<file path="src/hw/trace_cfg.svh">
/*
 * Constants for the trace capture valid-word counter: register map,
 * field positions, reset values and counter limits.
 * Assumes it is included by bare name from the package and the design.
 */
// Contract
// - After power-on or a reset that does not end a trace run the count reads as zero.
// - After a reset that ends a trace run the count value is not guaranteed.
// - With the unit enabled and end-trigger mode selected, a run ending in reset keeps the count.
// - Bits 7 to 4 of the count register are read-only and read as zero.
// - Bits 3 to 0 give the number of valid captured words in binary, from zero to eight.
// - The count stops at eight and stays there while more words are captured.
// - Arming the unit clears the count to zero.
// - Each captured word adds one to the count, up to the limit.
// - Reading words out of the trace buffer never lowers the count.
// - Arming, triggering and storing happen only while the unit enable bit is set.
// - The unit is split into comparators, trigger control and capture buffer.
// - The begin bit makes a trigger start storing when set and stop storing when clear.
// - While enabled, the armed flag mirrors the arm bit of the control register; here it falls when a run stops on a trigger or at eight words.
`ifndef TRACE_CFG_SVH
`define TRACE_CFG_SVH

`define TVC_ADDR_W       16
`define TVC_DATA_W       8
`define TVC_CNT_W        4

`define OFF_VALID_COUNT  16'h301F
`define OFF_CONTROL      16'h3010
`define OFF_STATUS       16'h3011

`define CTRL_ENABLE_BIT  7
`define CTRL_ARM_BIT     6
`define CTRL_BEGIN_BIT   5
`define STAT_ARMED_BIT   0
`define STAT_STORE_BIT   1
`define STAT_ENABLE_BIT  2

`define COUNT_ZERO       4'h0
`define COUNT_ONE        4'h1
`define COUNT_MAX        4'h8
`define COUNT_UPPER_ZERO 4'h0
`define BYTE_ZERO        8'h00

`endif

</file>
<file path="src/hw/trace_pkg.sv">
/*
 * Types shared by the trace valid-word counter.
 * Assumes trace_cfg.svh is on the include path.
 */
`include "trace_cfg.svh"

package trace_pkg;

    typedef enum logic [1:0] {
        RUN_IDLE,
        RUN_WAIT_TRIG,
        RUN_STORE
    } run_state_type;

    typedef logic [`TVC_CNT_W-1:0] tally_type;

endpackage
</file>
<file path="src/hw/trace_fifo_valid_count.sv">
/*
 * Valid-word counter and run control for the trace capture buffer of the
 * on-chip debug unit, with its control, status and count registers.
 * Assumes trigger_hit comes from the comparator block and capture_word
 * from the buffer data path, both on this clock; end_run_reset is held by
 * the reset controller through the release of nrst.
 */
`include "trace_cfg.svh"

module trace_fifo_valid_count
    import trace_pkg::*;
(
    input  wire logic                    clock,
    input  wire logic                    nrst,
    input  wire logic                    ce,
    input  wire logic [`TVC_ADDR_W-1:0]  addr,
    input  wire logic [`TVC_DATA_W-1:0]  wdata,
    input  wire logic                    wr_strobe,
    input  wire logic                    rd_strobe,
    output logic      [`TVC_DATA_W-1:0]  rdata_q,
    input  wire logic                    trigger_hit,
    input  wire logic                    capture_word,
    input  wire logic                    end_run_reset,
    output logic                         armed_flag,
    output logic                         store_enable,
    output logic                         count_full
);

    function automatic tally_type sat_inc(input tally_type v);
        sat_inc = (v >= `COUNT_MAX) ? `COUNT_MAX : tally_type'(v + `COUNT_ONE);
    endfunction

    function automatic logic hit(input logic [`TVC_ADDR_W-1:0] a,
                                 input logic [`TVC_ADDR_W-1:0] off);
        hit = (a == off);
    endfunction

    logic          debug_unit_enable_q;
    logic          begin_mode_q;
    run_state_type run_q;
    run_state_type run_d;
    tally_type     valid_word_tally_q;
    tally_type     tally_d;
    logic          boot_q;
    logic          keep_snap_q;
    logic          armed_flag_q;
    logic          store_enable_q;
    logic          count_full_q;
    logic          ctrl_wr;
    logic          arm_start;
    logic          capture_ok;
    logic          keep_through_reset;

    assign ctrl_wr   = wr_strobe && hit(addr, `OFF_CONTROL);
    // Re-writing the arm bit during a run does not restart it
    assign arm_start = ctrl_wr && wdata[`CTRL_ENABLE_BIT] && wdata[`CTRL_ARM_BIT]
                       && (run_q == RUN_IDLE);
    // Comparators and capture buffer live outside this block
    assign capture_ok = capture_word && debug_unit_enable_q
                        && (run_q == RUN_STORE);
    assign keep_through_reset = end_run_reset && keep_snap_q;

    // Control register
    always_ff @(posedge clock or negedge nrst) begin
        if (!nrst) begin
            debug_unit_enable_q <= 1'b0;
            begin_mode_q        <= 1'b0;
        end else if (ce && ctrl_wr) begin
            debug_unit_enable_q <= wdata[`CTRL_ENABLE_BIT];
            begin_mode_q        <= wdata[`CTRL_BEGIN_BIT];
        end
    end

    // Run sequencing
    always_comb begin
        run_d = run_q;
        if (ctrl_wr && !(wdata[`CTRL_ENABLE_BIT] && wdata[`CTRL_ARM_BIT])) begin
            run_d = RUN_IDLE;
        end else if (arm_start) begin
            run_d = wdata[`CTRL_BEGIN_BIT] ? RUN_WAIT_TRIG : RUN_STORE;
        end else if (!debug_unit_enable_q) begin
            run_d = RUN_IDLE;
        end else begin
            case (run_q)
                RUN_WAIT_TRIG: begin
                    if (trigger_hit) begin
                        run_d = RUN_STORE;
                    end
                end
                RUN_STORE: begin
                    if (!begin_mode_q && trigger_hit) begin
                        run_d = RUN_IDLE;
                    end else if (begin_mode_q && tally_d == `COUNT_MAX) begin
                        run_d = RUN_IDLE;
                    end
                end
                default: begin
                    run_d = run_q;
                end
            endcase
        end
    end

    always_ff @(posedge clock or negedge nrst) begin
        if (!nrst) begin
            run_q <= RUN_IDLE;
        end else if (ce) begin
            run_q <= run_d;
        end
    end

    // Count next value
    always_comb begin
        tally_d = valid_word_tally_q;
        if (arm_start) begin
            tally_d = `COUNT_ZERO;
        end else if (capture_ok) begin
            tally_d = sat_inc(valid_word_tally_q);
        end
    end

    // Marks the first enabled edge after reset release
    always_ff @(posedge clock or negedge nrst) begin
        if (!nrst) begin
            boot_q <= 1'b1;
        end else if (ce) begin
            boot_q <= 1'b0;
        end
    end

    // Left without async reset so an end-trigger run can carry it through reset
    always_ff @(posedge clock) begin
        if (ce && !boot_q) begin
            keep_snap_q <= debug_unit_enable_q && !begin_mode_q;
        end
    end

    // Buffer readout has no path in here, so only arming or an ordinary reset lowers the count
    always_ff @(posedge clock) begin
        if (ce) begin
            if (boot_q) begin
                if (!keep_through_reset) begin
                    valid_word_tally_q <= `COUNT_ZERO;
                end
            end else begin
                valid_word_tally_q <= tally_d;
            end
        end
    end

    // Registered outputs
    always_ff @(posedge clock or negedge nrst) begin
        if (!nrst) begin
            armed_flag_q   <= 1'b0;
            store_enable_q <= 1'b0;
            count_full_q   <= 1'b0;
        end else if (ce) begin
            armed_flag_q   <= (run_d != RUN_IDLE);
            store_enable_q <= (run_d == RUN_STORE);
            count_full_q   <= !boot_q && (tally_d == `COUNT_MAX);
        end
    end

    assign armed_flag   = armed_flag_q;
    assign store_enable = store_enable_q;
    assign count_full   = count_full_q;

    // Read port; data stand only in the cycle after the strobe
    always_ff @(posedge clock or negedge nrst) begin
        if (!nrst) begin
            rdata_q <= `BYTE_ZERO;
        end else if (ce) begin
            rdata_q <= `BYTE_ZERO;
            if (rd_strobe) begin
                if (hit(addr, `OFF_VALID_COUNT)) begin
                    rdata_q <= {`COUNT_UPPER_ZERO, valid_word_tally_q};
                end else if (hit(addr, `OFF_CONTROL)) begin
                    rdata_q[`CTRL_ENABLE_BIT] <= debug_unit_enable_q;
                    rdata_q[`CTRL_ARM_BIT]    <= armed_flag_q;
                    rdata_q[`CTRL_BEGIN_BIT]  <= begin_mode_q;
                end else if (hit(addr, `OFF_STATUS)) begin
                    rdata_q[`STAT_ARMED_BIT]  <= armed_flag_q;
                    rdata_q[`STAT_STORE_BIT]  <= store_enable_q;
                    rdata_q[`STAT_ENABLE_BIT] <= debug_unit_enable_q;
                end
            end
        end
    end
endmodule

</file>
<file path="config.mk">
export PLATFORM = sky130hd
export DESIGN_NAME = trace_fifo_valid_count
export DESIGN_NICKNAME = d
export VERILOG_FILES = /design/src/hw/trace_pkg.sv /design/src/hw/trace_fifo_valid_count.sv
export VERILOG_INCLUDE_DIRS = /design/src /design/src/hw
export SDC_FILE = /design/constraint.sdc
export NUM_CORES = 1
export LEC_CHECK = 0
export BUFFER_PORTS_ARGS = -buffer_cell sky130_fd_sc_hd__buf_2
export CORE_MARGIN = 4
export CORE_UTILIZATION = 35
export CTS_CLUSTER_DIAMETER = 80
export CTS_CLUSTER_SIZE = 28
export DETAILED_ROUTE_END_ITERATION = 7
export PLACE_DENSITY_LB_ADDON = 0.1
export SETUP_SLACK_MARGIN = 0.4
export SLEW_MARGIN = 20
export SYNTH_ARGS = -nofsm -noshare
export SYNTH_HDL_FRONTEND = slang
export SYNTH_SLANG_ARGS = --single-unit
export TNS_END_PERCENT = 50
</file>
<file path="constraint.sdc">
create_clock -name clock -period 2.8 [get_ports clock]
set_input_delay 0.42 -clock clock [delete_from_list [all_inputs] [get_ports clock]]
set_output_delay 0.42 -clock clock [all_outputs]
set_load 0.005 [all_outputs]
</file>
==> summary.txt, run 1 <==
Layout
  • Cell area after layout: 1450 um^2
  • Commonest non-fill, non-tap cell in the layout: buf_2
  • Number of antenna cells inserted: 0
  • Area growth, synth to finish: 20.3%
  • Fraction of final layout cells sized beyond drive strength 1: 0.304
  • Nets: 196
  • Leading cell types in the layout, fill and taps excluded: 36 x buf_2, 14 x dfrtp_1, 13 x nand2_1

Power
  • Fraction of power consumed by combinational cells: 0.103
  • Leakage component of the power: 0.651 nW
  • Cell-internal power: 0.385 mW
  • Total design power: 0.515 mW
  • Clock network fraction of design power: 0.292
  • Switching portion of total power: 0.252
  • Relative contribution of sequential cells to total power: 0.605
  • Pwr dens: 354 nW/um^2
  • Switching power total: 0.130 mW
  • Peak VDD IR: 0.000122 V

Floorplan
  • Effective utilization at floorplan: 0.362
  • Die Wd: 66.7 um
  • Area of the die: 4450 um^2
  • Number of placed I/O pins: 43
  • Row count: 21
  • Core Area: 3340 um^2
  • Chip height: 66.7 um

Route
  • DRC viols: 0
  • First drt pass iteration count: 4
  • Average wire per standard cell: 14.0 um
  • Total Wirelength: 2.85 mm
  • Via-to-Cell Ratio: 5.01
  • Antenna Violating Nets Remaining: 0
  • First DRT Iteration DRCs: 45
  • Via total after detailed routing: 1022

Logic synthesis
  • Synth cell types: 48
  • Cell count after synthesis: 121
  • Syn avg cell area: 9.98 um^2
  • Top post-synthesis cells by area: dfrtp_1 29%, edfxtp_1 12%, ha_1 5.2%, o2bb2ai_1 5.1%, nand2_1 4.0%
  • Top cell type's share of synthesized area: 0.290
  • Register bit count reported by yosys: 20
  • Dominant cell type by area after synthesis: dfrtp_1
  • Seq/Total Area, Yosys: 0.436
  • Post-Syn Area: 1210 um^2
  • Yosys warning count: 0
  • Mapped Nets: 158

STA
  • Post-Route Hold Slack: -0.00388 ns
  • Number of failing hold endpoints at the final stage: 4
  • Max Freq: 446 MHz
  • Clock period minus final worst setup slack: 2.24 ns
  • Period utilisation layout: 0.800
  • Endpoints failing setup: 0
  • RSZ-0062 raised after global routing: no
  • Setup skew after layout: 0.00827 ns
  • Max-slew violations: 0
  • Setup_tns: 0 ns

GRT
  • Maximum number of pins on one net before global-route repair: 16
  • Routing usage on met2: 0.225
  • Combined global-route utilization of all metal layers: 0.144
  • Met3 track demand over resource in global routing: 0.0253
  • Grt peak-use layer: met2
  • Wire length of the first global-routing pass: 4.83 mm
  • Leftover overflow at the end of global routing: 0
  • Vias in the first global route: 1019
  • Initial antenna violation count: 0
  • Met1 track utilization from global routing: 0.196

CTS
  • Clock-pin slew of the registers on the worst-case setup and hold paths: 0.12 ns
  • Clock H-tree levels: 1
  • Number of buffers inserted for hold repair after clock tree synthesis: 0
  • TritonCTS Sinks: 20
  • Post_cts resized: 0
  • Number of CTS-inserted buffers: 3
  • Largest buffer count on any clock path: 2
  • CTS tree: done
  • Post-CTS repair timing setup buffer count: 0
  • Clock latency of the later-clocked register in the worst-skew pair: 0.31 ns
  • Root buffer cell: clkbuf_4

Setup path
  • Endpoint required time on the critical path: 3.01 ns
  • Worst-path fanout max: 8
  • Setup crit end kind: register
  • WP data arrival: 2.45 ns
  • Critical path launch point type: register
  • Critical path class: register to register

Placed design
  • PortBufs: 36
  • Instance area after placement: 1430 um^2
  • HPWL Detailed: 2.28 mm
  • Global placement routability congestion: 0.854

Status
  • Violated checks: negative hold slack
  • Outcome: finished, violations left

Hold path
  • Class of the most critical hold timing path: input port to async pin

Job
  • Max cap viols: 0
[power groups by stage]
stage | combinational, mW | sequential [mW] | clock [mW]
2_1_floorplan | 0.0238 | 0.315 | 0
3_3_place_gp | 0.0524 | 0.317 | 0
3_5_place_dp | 0.0539 | 0.318 | 0
4_1_cts | 0.0541 | 0.312 | 0.157
6_report | 0.0528 | 0.312 | 0.150
5_1_grt | 0.0609 | 0.313 | 0.165
[per-layer routing]
| metal | up-vias | wire length, um | part of all wire |
|---|---|---|---|
| met2 | 22 | 1380 | 0.49 |
| met4 | 0 | 29 | 0.010 |
| met1 | 472 | 1300 | 0.46 |
| met3 | 4 | 134 | 0.047 |
| met5 | - | 0 | 0 |
| li1 | 524 | - | - |
[critical path, cell delays in order, from the launching register on]
cell       delay [ns]
dfrtp_1          0.41
inv_1            0.11
ha_1             0.29
nand3_4          0.14
or3_4            0.40
a211oi_2         0.25
nand4b_1         0.19
a2bb2oi_2        0.08
mux2_4           0.26
[stage by stage]
stage,utilization,setup WS (ns),instances,hold WS (ns)
2_1_floorplan,-,0.777,121,0.124
3_3_place_gp,0.427,0.598,200,0.350
3_5_place_dp,0.427,0.588,200,0.351
4_1_cts,0.435,0.561,204,0.000452
5_1_grt,0.435,0.449,204,0.0106
6_report,0.435,0.559,204,-0.00388
[state kept, by name, summed over array words and instances (netlist names)]
register / flops
store_enable: 1
rdata_q: 7
armed_flag: 1
keep_snap_q: 1
boot_q: 1
debug_unit_enable_q: 1
valid_word_tally_q: 4
begin_mode_q: 1
count_full: 1
run_q: 2
[path summary, 6_finish.rpt]
| check | startpoint | to | slack (ns) | cells after the start |
|---|---|---|---|---|
| setup / recovery | run_q[0] | run_q[1] | 0.56 | 8 |
| setup reg to reg | run_q[0] | run_q[1] | 0.56 | 8 |
| min in group clock | wdata[7] | debug_unit_enable_q | 0.34 | 2 |
| hold reg to reg | rdata_q[1] | rdata_q[1] | 0.49 | 1 |
| max in group asynchronous | nrst | boot_q | 2.50 | 1 |
| hold / removal | nrst | rdata_q[3] | -0.004 | 1 |
[area by class of cell]
type,count,area [um^2]
Tap cell,46,57.6
Sequential cell,20,527
Timing Repair Buffer,37,188
Fill cell,335,1880
Inverter,8,30.0
Clock buffer,4,26.3
Multi-Input combinational cell,89,624
[cell families (layout without fill, tap and decap cells)]
family                   Yosys count  after routing  synth area share
AND/OR/NAND/NOR                   47             47             0.218
multiplexers                       3              3            0.0311
flip-flops                        20             20             0.436
buffers and inverters             12             49            0.0466
other                              1              1           0.00311
AO/OA/AOI/OAI                     33             33             0.213
adder cells (fa/ha/maj)            5              5            0.0518
[cells in the mapped netlist, drive strengths merged]
cell / instances
o22ai: 1
nor4bb: 1
and2: 1
dfstp: 1
or3b: 1
edfxtp: 5
nand2: 13
inv: 8
nand3: 3
a31o: 1
nor3: 3
nand2b: 1
o21ai: 3
clkbuf: 2
nand4b: 1
or2: 1
a21oi: 4
a22oi: 3
or3: 1
nor4b: 1
mux2: 3
a21boi: 1
or4: 1
nor4: 1
nor2b: 3
a21o: 1
ha: 5
a22o: 4
a211oi: 2
o2111ai: 1
dfrtp: 14
a31oi: 2
a2bb2oi: 2
buf: 2
conb: 1
nor3b: 2
o2bb2ai: 7
and3: 2
a32oi: 1
nor2: 10
nand4: 1
Power figures use the tool's default switching activity.
==> run 2, diff against run 1 <==
==> constraint.sdc (replaced) <==
create_clock -name clock -period 2.2 [get_ports clock]
set_input_delay 0.33 -clock clock [delete_from_list [all_inputs] [get_ports clock]]
set_output_delay 0.33 -clock clock [all_outputs]
set_load 0.005 [all_outputs]
==> run 2 against run 1 <==
Compared with the run above:
- the flow now finishes without violations
- non-clock buffer count rose by 9
- flip-flop and latch count unchanged
- register-to-register slack worse by 0.33 ns
- first-iteration DRC count grew 62%
- die area stayed put
- critical path type unchanged
- largest power group unchanged
==> summary.txt, run 2 (synthesis gave the netlist of run 1 again) <==
Status
  • Outcome: finished clean

Setup path
  • WP data arrival: 2.18 ns
  • Worst-path fanout max: 3
  • Setup crit end kind: register
  • Reg-to-reg startpoint: valid_word_tally_q[0]
  • Endpoint required time on the critical path: 2.41 ns
  • Worst setup path startpoint: valid_word_tally_q[0]
  • Critical path launch point type: register
  • Register-to-register path setup slack: 0.22 ns
  • Critical path class: register to register

Placed design
  • Instance area after placement: 1480 um^2
  • Global placement routability congestion: 0.831
  • PortBufs: 36
  • Placed insts: 205
  • HPWL Detailed: 2.31 mm

Layout
  • Number of antenna cells inserted: 0
  • Largest register FFs: 7
  • Leading cell types in the layout, fill and taps excluded: 36 x buf_2, 13 x nand2_1, 13 x dfrtp_1
  • Cell area after layout: 1570 um^2
  • Commonest non-fill, non-tap cell in the layout: buf_2
  • Layout Cells excl Fill: 213
  • Register ranked first by flip-flop count: rdata_q
  • Area growth, synth to finish: 30.2%
  • Registers with the highest flip-flop counts: rdata_q: 7 flops, valid_word_tally_q: 4 flops, run_q: 2 flops
  • Fraction of final layout cells sized beyond drive strength 1: 0.377
  • Nets: 205

STA
  • Number of failing hold endpoints at the final stage: 0
  • Post-Route Hold Slack: 0.265 ns
  • RSZ-0062 raised after global routing: yes
  • Endpoints failing setup: 0
  • Max-slew violations: 0
  • Max Freq: 506 MHz
  • Setup skew after layout: 0.00827 ns
  • Clock period minus final worst setup slack: 1.98 ns
  • Setup_tns: 0 ns
  • Period utilisation layout: 0.898

Hold path
  • Source of the worst hold timing path: ce
  • Class of the most critical hold timing path: input port to register

GRT
  • Leftover overflow at the end of global routing: 0
  • Wire length of the first global-routing pass: 4.96 mm
  • Combined global-route utilization of all metal layers: 0.148
  • Vias in the first global route: 1107
  • Initial antenna violation count: 0
  • Maximum number of pins on one net before global-route repair: 16

Floorplan
  • Effective utilization at floorplan: 0.362
  • Area of the die: 4450 um^2
  • Die Wd: 66.7 um
  • Row count: 21
  • Chip height: 66.7 um
  • Core Area: 3340 um^2
  • Number of placed I/O pins: 43

Power
  • Total design power: 0.657 mW
  • Leakage component of the power: 0.699 nW
  • Pwr dens: 418 nW/um^2
  • Peak VDD IR: 0.000161 V

CTS
  • Clock latency of the later-clocked register in the worst-skew pair: 0.30 ns
  • TritonCTS Sinks: 20
  • Clock H-tree levels: 1
  • CTS tree: done
  • Root buffer cell: clkbuf_4
  • Largest buffer count on any clock path: 2
  • Number of CTS-inserted buffers: 3
  • Clock-pin slew of the registers on the worst-case setup and hold paths: 0.12 ns

Route
  • First drt pass iteration count: 4
  • Via total after detailed routing: 1071
  • First DRT Iteration DRCs: 73
  • Total Wirelength: 2.90 mm
  • DRC viols: 0
  • Antenna Violating Nets Remaining: 0
  • Via-to-Cell Ratio: 5.03
  • Average wire per standard cell: 13.6 um

Job
  • Max cap viols: 0
run 2: repair_timing:
item,4_1_cts,5_1_grt
gates cloned,0,0
hold buffers,1,0
setup buffers,3,0
gates resized for setup,3,4
endpoints found under the hold margin,14,0
endpoints found under the setup margin,4,4
pin swaps,3,4
run 2: worst max-delay path, stage by stage, from the launching register on:
cell       delay [ns]
edfxtp_1         0.40
inv_1            0.06
ha_1             0.31
or3_4            0.36
a211oi_4         0.24
nand4b_1         0.18
a2bb2oi_2        0.07
mux2_4           0.26
run 2: metal layers:
metal / up-vias / track usage / part of all wire
li1: 536 / - / -
met1: 508 / 0.186 / 0.46
met2: 21 / 0.243 / 0.48
met3: 6 / 0.0253 / 0.037
met4: 0 / 0.0711 / 0.017
met5: - / 0 / 0
run 2: metrics by stage:
stage,setup WS [ns],utilization
finish,0.224,0.471
global route,0.147,0.471
CTS,0.221,0.465
detailed placement,0.108,0.442
global placement,0.141,0.442
floorplan,0.248,-
run 2: final timing paths:
kind	endpoint	depth (start not counted)
setup reg to reg	run_q[1]	7
max in group asynchronous	boot_q	2
setup / recovery	run_q[1]	7
min in group asynchronous	rdata_q[3]	2
hold / removal	boot_q	2
hold reg to reg	rdata_q[3]	1
run 2: cell type report:
type	instances	area, um^2
Inverter	8	30.0
Clock buffer	3	22.5
Timing Repair Buffer	46	258
Multi-Input combinational cell	89	672
Sequential cell	20	528
Fill cell	335	1770
Tap cell	46	57.6
Clock inverter	1	3.75
run 2: power breakdown:
group / internal [mW] / switching [mW]
clock: 0.0662 / 0.117
combinational: 0.0390 / 0.0414
sequential: 0.388 / 0.00589
==> run 3, diff against run 2 <==
--- a/config.mk
+++ b/config.mk
@@ -8,7 +8,7 @@
 export LEC_CHECK = 0
 export BUFFER_PORTS_ARGS = -buffer_cell sky130_fd_sc_hd__buf_2
 export CORE_MARGIN = 4
-export CORE_UTILIZATION = 35
+export CORE_UTILIZATION = 49
 export CTS_CLUSTER_DIAMETER = 80
 export CTS_CLUSTER_SIZE = 28
 export DETAILED_ROUTE_END_ITERATION = 7
==> run 3 against run 2 <==
Compared with the run above:
- global-route usage rose by 3.8 points
- clock-buffer cell count grew 1
- largest cell class unchanged
- routed wire length increased by 3.8%
- combinational power increased by 2%
- non-clock buffer count up 3
- core utilization rose by 23 points
- cell count shrank 7.0%
- critical path type unchanged
- via count rose by 5.2%
- die area down 25%
- critical path depth increased by 1
==> summary.txt, run 3 (synthesis gave the netlist of run 1 again) <==
STA
  • Endpoints failing setup: 0
  • Setup skew after layout: 0.00526 ns
  • Actual transition at the worst max-transition pin: 0.602 ns
  • Number of failing hold endpoints at the final stage: 0
  • Max-slew violations: 0
  • Setup_tns: 0 ns
  • RSZ-0062 raised after global routing: yes
  • Max Freq: 490 MHz
  • Period utilisation layout: 0.928
  • Slew HR: 0.595
  • Clock period minus final worst setup slack: 2.04 ns

Hold path
  • Hold Crit Depth: 2
  • Class of the most critical hold timing path: input port to register

GRT
  • Met1 track utilization from global routing: 0.232
  • Met3 track demand over resource in global routing: 0.0223
  • Combined global-route utilization of all metal layers: 0.186
  • Wire length of the first global-routing pass: 4.80 mm
  • Vias in the first global route: 1106
  • Grt peak-use layer: met2
  • Maximum number of pins on one net before global-route repair: 16
  • Routing usage on met2: 0.321
  • Leftover overflow at the end of global routing: 0
  • Initial antenna violation count: 0

Setup path
  • Critical path class: register to register
  • Worst-path fanout max: 5
  • Worst R2R Path Depth: 8
  • Crit path largest cell delay: 0.42 ns
  • Slowest stage cell, crit path: dfrtp_1
  • Endpoint required time on the critical path: 2.40 ns
  • Chain of cells forming the critical path: inv_2, ha_4, nand3_4, or3_4, a211oi_4, nand4b_1, a2bb2oi_2, mux2_4
  • Critical path launch point type: register
  • WP data arrival: 2.24 ns
  • Setup crit end kind: register

Layout
  • Registers with the highest flip-flop counts: rdata_q: 7 flops, valid_word_tally_q: 4 flops, run_q: 2 flops
  • Cell area after layout: 1590 um^2
  • Filler instances: 188
  • Nets: 208
  • Commonest non-fill, non-tap cell in the layout: buf_2
  • Area growth, synth to finish: 31.4%
  • Number of antenna cells inserted: 0
  • Fraction of final layout cells sized beyond drive strength 1: 0.400
  • Register ranked first by flip-flop count: rdata_q
  • Largest register FFs: 7
  • Leading cell types in the layout, fill and taps excluded: 36 x buf_2, 14 x dfrtp_1, 13 x nand2_1

Floorplan
  • Row count: 17
  • Area of the die: 3320 um^2
  • Effective utilization at floorplan: 0.531
  • Chip height: 57.6 um
  • Number of placed I/O pins: 43
  • Die Wd: 57.6 um
  • Core Area: 2280 um^2

Power
  • Pwr dens: 438 nW/um^2
  • Clock network fraction of design power: 0.316
  • Switching power total: 0.167 mW
  • Relative contribution of sequential cells to total power: 0.567
  • Switching portion of total power: 0.240
  • Leakage component of the power: 0.723 nW
  • Cell-internal power: 0.528 mW
  • Peak VDD IR: 0.000260 V
  • Fraction of power consumed by combinational cells: 0.118

CTS
  • Clock latency of the later-clocked register in the worst-skew pair: 0.31 ns
  • Root buffer cell: clkbuf_4
  • Clock H-tree levels: 1
  • Clock-pin slew of the registers on the worst-case setup and hold paths: 0.12 ns
  • CTS tree: done
  • TritonCTS Sinks: 20
  • Largest buffer count on any clock path: 2
  • Number of CTS-inserted buffers: 3

Route
  • Antenna Violating Nets Remaining: 0
  • Via total after detailed routing: 1127
  • First DRT Iteration DRCs: 34
  • DRC viols: 0
  • Via-to-Cell Ratio: 5.69
  • Average wire per standard cell: 15.2 um
  • First drt pass iteration count: 4
  • Total Wirelength: 3.01 mm

Placed design
  • Global placement routability congestion: 0.961
  • HPWL Detailed: 2.26 mm
  • PortBufs: 36
  • Instance area after placement: 1450 um^2

Status
  • Outcome: finished clean

Job
  • Max cap viols: 0
## run 3: layer usage
metal | wire, um | vias up
met5 | 0 | -
met3 | 134 | 9
met1 | 1280 | 538
met4 | 71 | 0
li1 | - | 551
met2 | 1520 | 29
## run 3: worst max-delay path, delay by kind of cell (launching register included)
family,cells,cell delay [ns]
and+or+nand+nor,3,0.66
muxes,1,0.26
AOI/OAI and AO/OA,2,0.33
buffers and inverters,1,0.09
DFF,1,0.42
adders and majority gates,1,0.17
## run 3: through the flow
step / util / hold WS [ns] / std cells / power [mW] / worst slack [ns]
2_1_floorplan: - / 0.0344 / 121 / 0.432 / 0.248
3_3_place_gp: 0.639 / 0.250 / 187 / 0.473 / 0.135
3_5_place_dp: 0.639 / 0.253 / 187 / 0.475 / 0.0900
4_1_cts: 0.677 / 0.237 / 195 / 0.698 / 0.197
5_1_grt: 0.697 / 0.231 / 198 / 0.727 / 0.0662
6_report: 0.697 / 0.241 / 198 / 0.695 / 0.159
## run 3: final timing paths
path	slack, ns	endpoint	startpoint
max in group asynchronous	1.46	boot_q	nrst
min in group asynchronous	0.44	rdata_q[0]	nrst
setup / recovery	0.16	run_q[1]	run_q[0]
setup reg to reg	0.16	run_q[1]	run_q[0]
hold reg to reg	0.50	rdata_q[3]	rdata_q[3]
hold / removal	0.24	debug_unit_enable_q	wdata[7]
## run 3: area by class of cell
| class | count | area (um^2) | area share |
|---|---|---|---|
| multi-input cells | 89 | 678 | 0.427 |
| clock buffers | 4 | 36.3 | 0.0229 |
| flip-flops and latches | 20 | 527 | 0.332 |
| repair buffers | 49 | 280 | 0.177 |
| inverters | 8 | 30.0 | 0.0189 |
| well taps | 28 | 35.0 | 0.0221 |
## run 3: what timing repair did
action	4_1_cts	5_1_grt
endpoints found under the hold margin	14	0
hold buffers	1	0
buffers inserted	3	3
pin swaps	1	3
resized for setup	3	4
setup endpoints to repair	4	8
## run 3: power by group through the flow
stage                     logic, mW  clock network [mW]  registers (mW)
after floorplan              0.0304                   0           0.401
after global placement       0.0717                   0           0.401
after detailed placement     0.0738                   0           0.401
after CTS                    0.0796               0.225           0.393
after global routing         0.0924               0.240           0.394
final                        0.0819               0.219           0.393
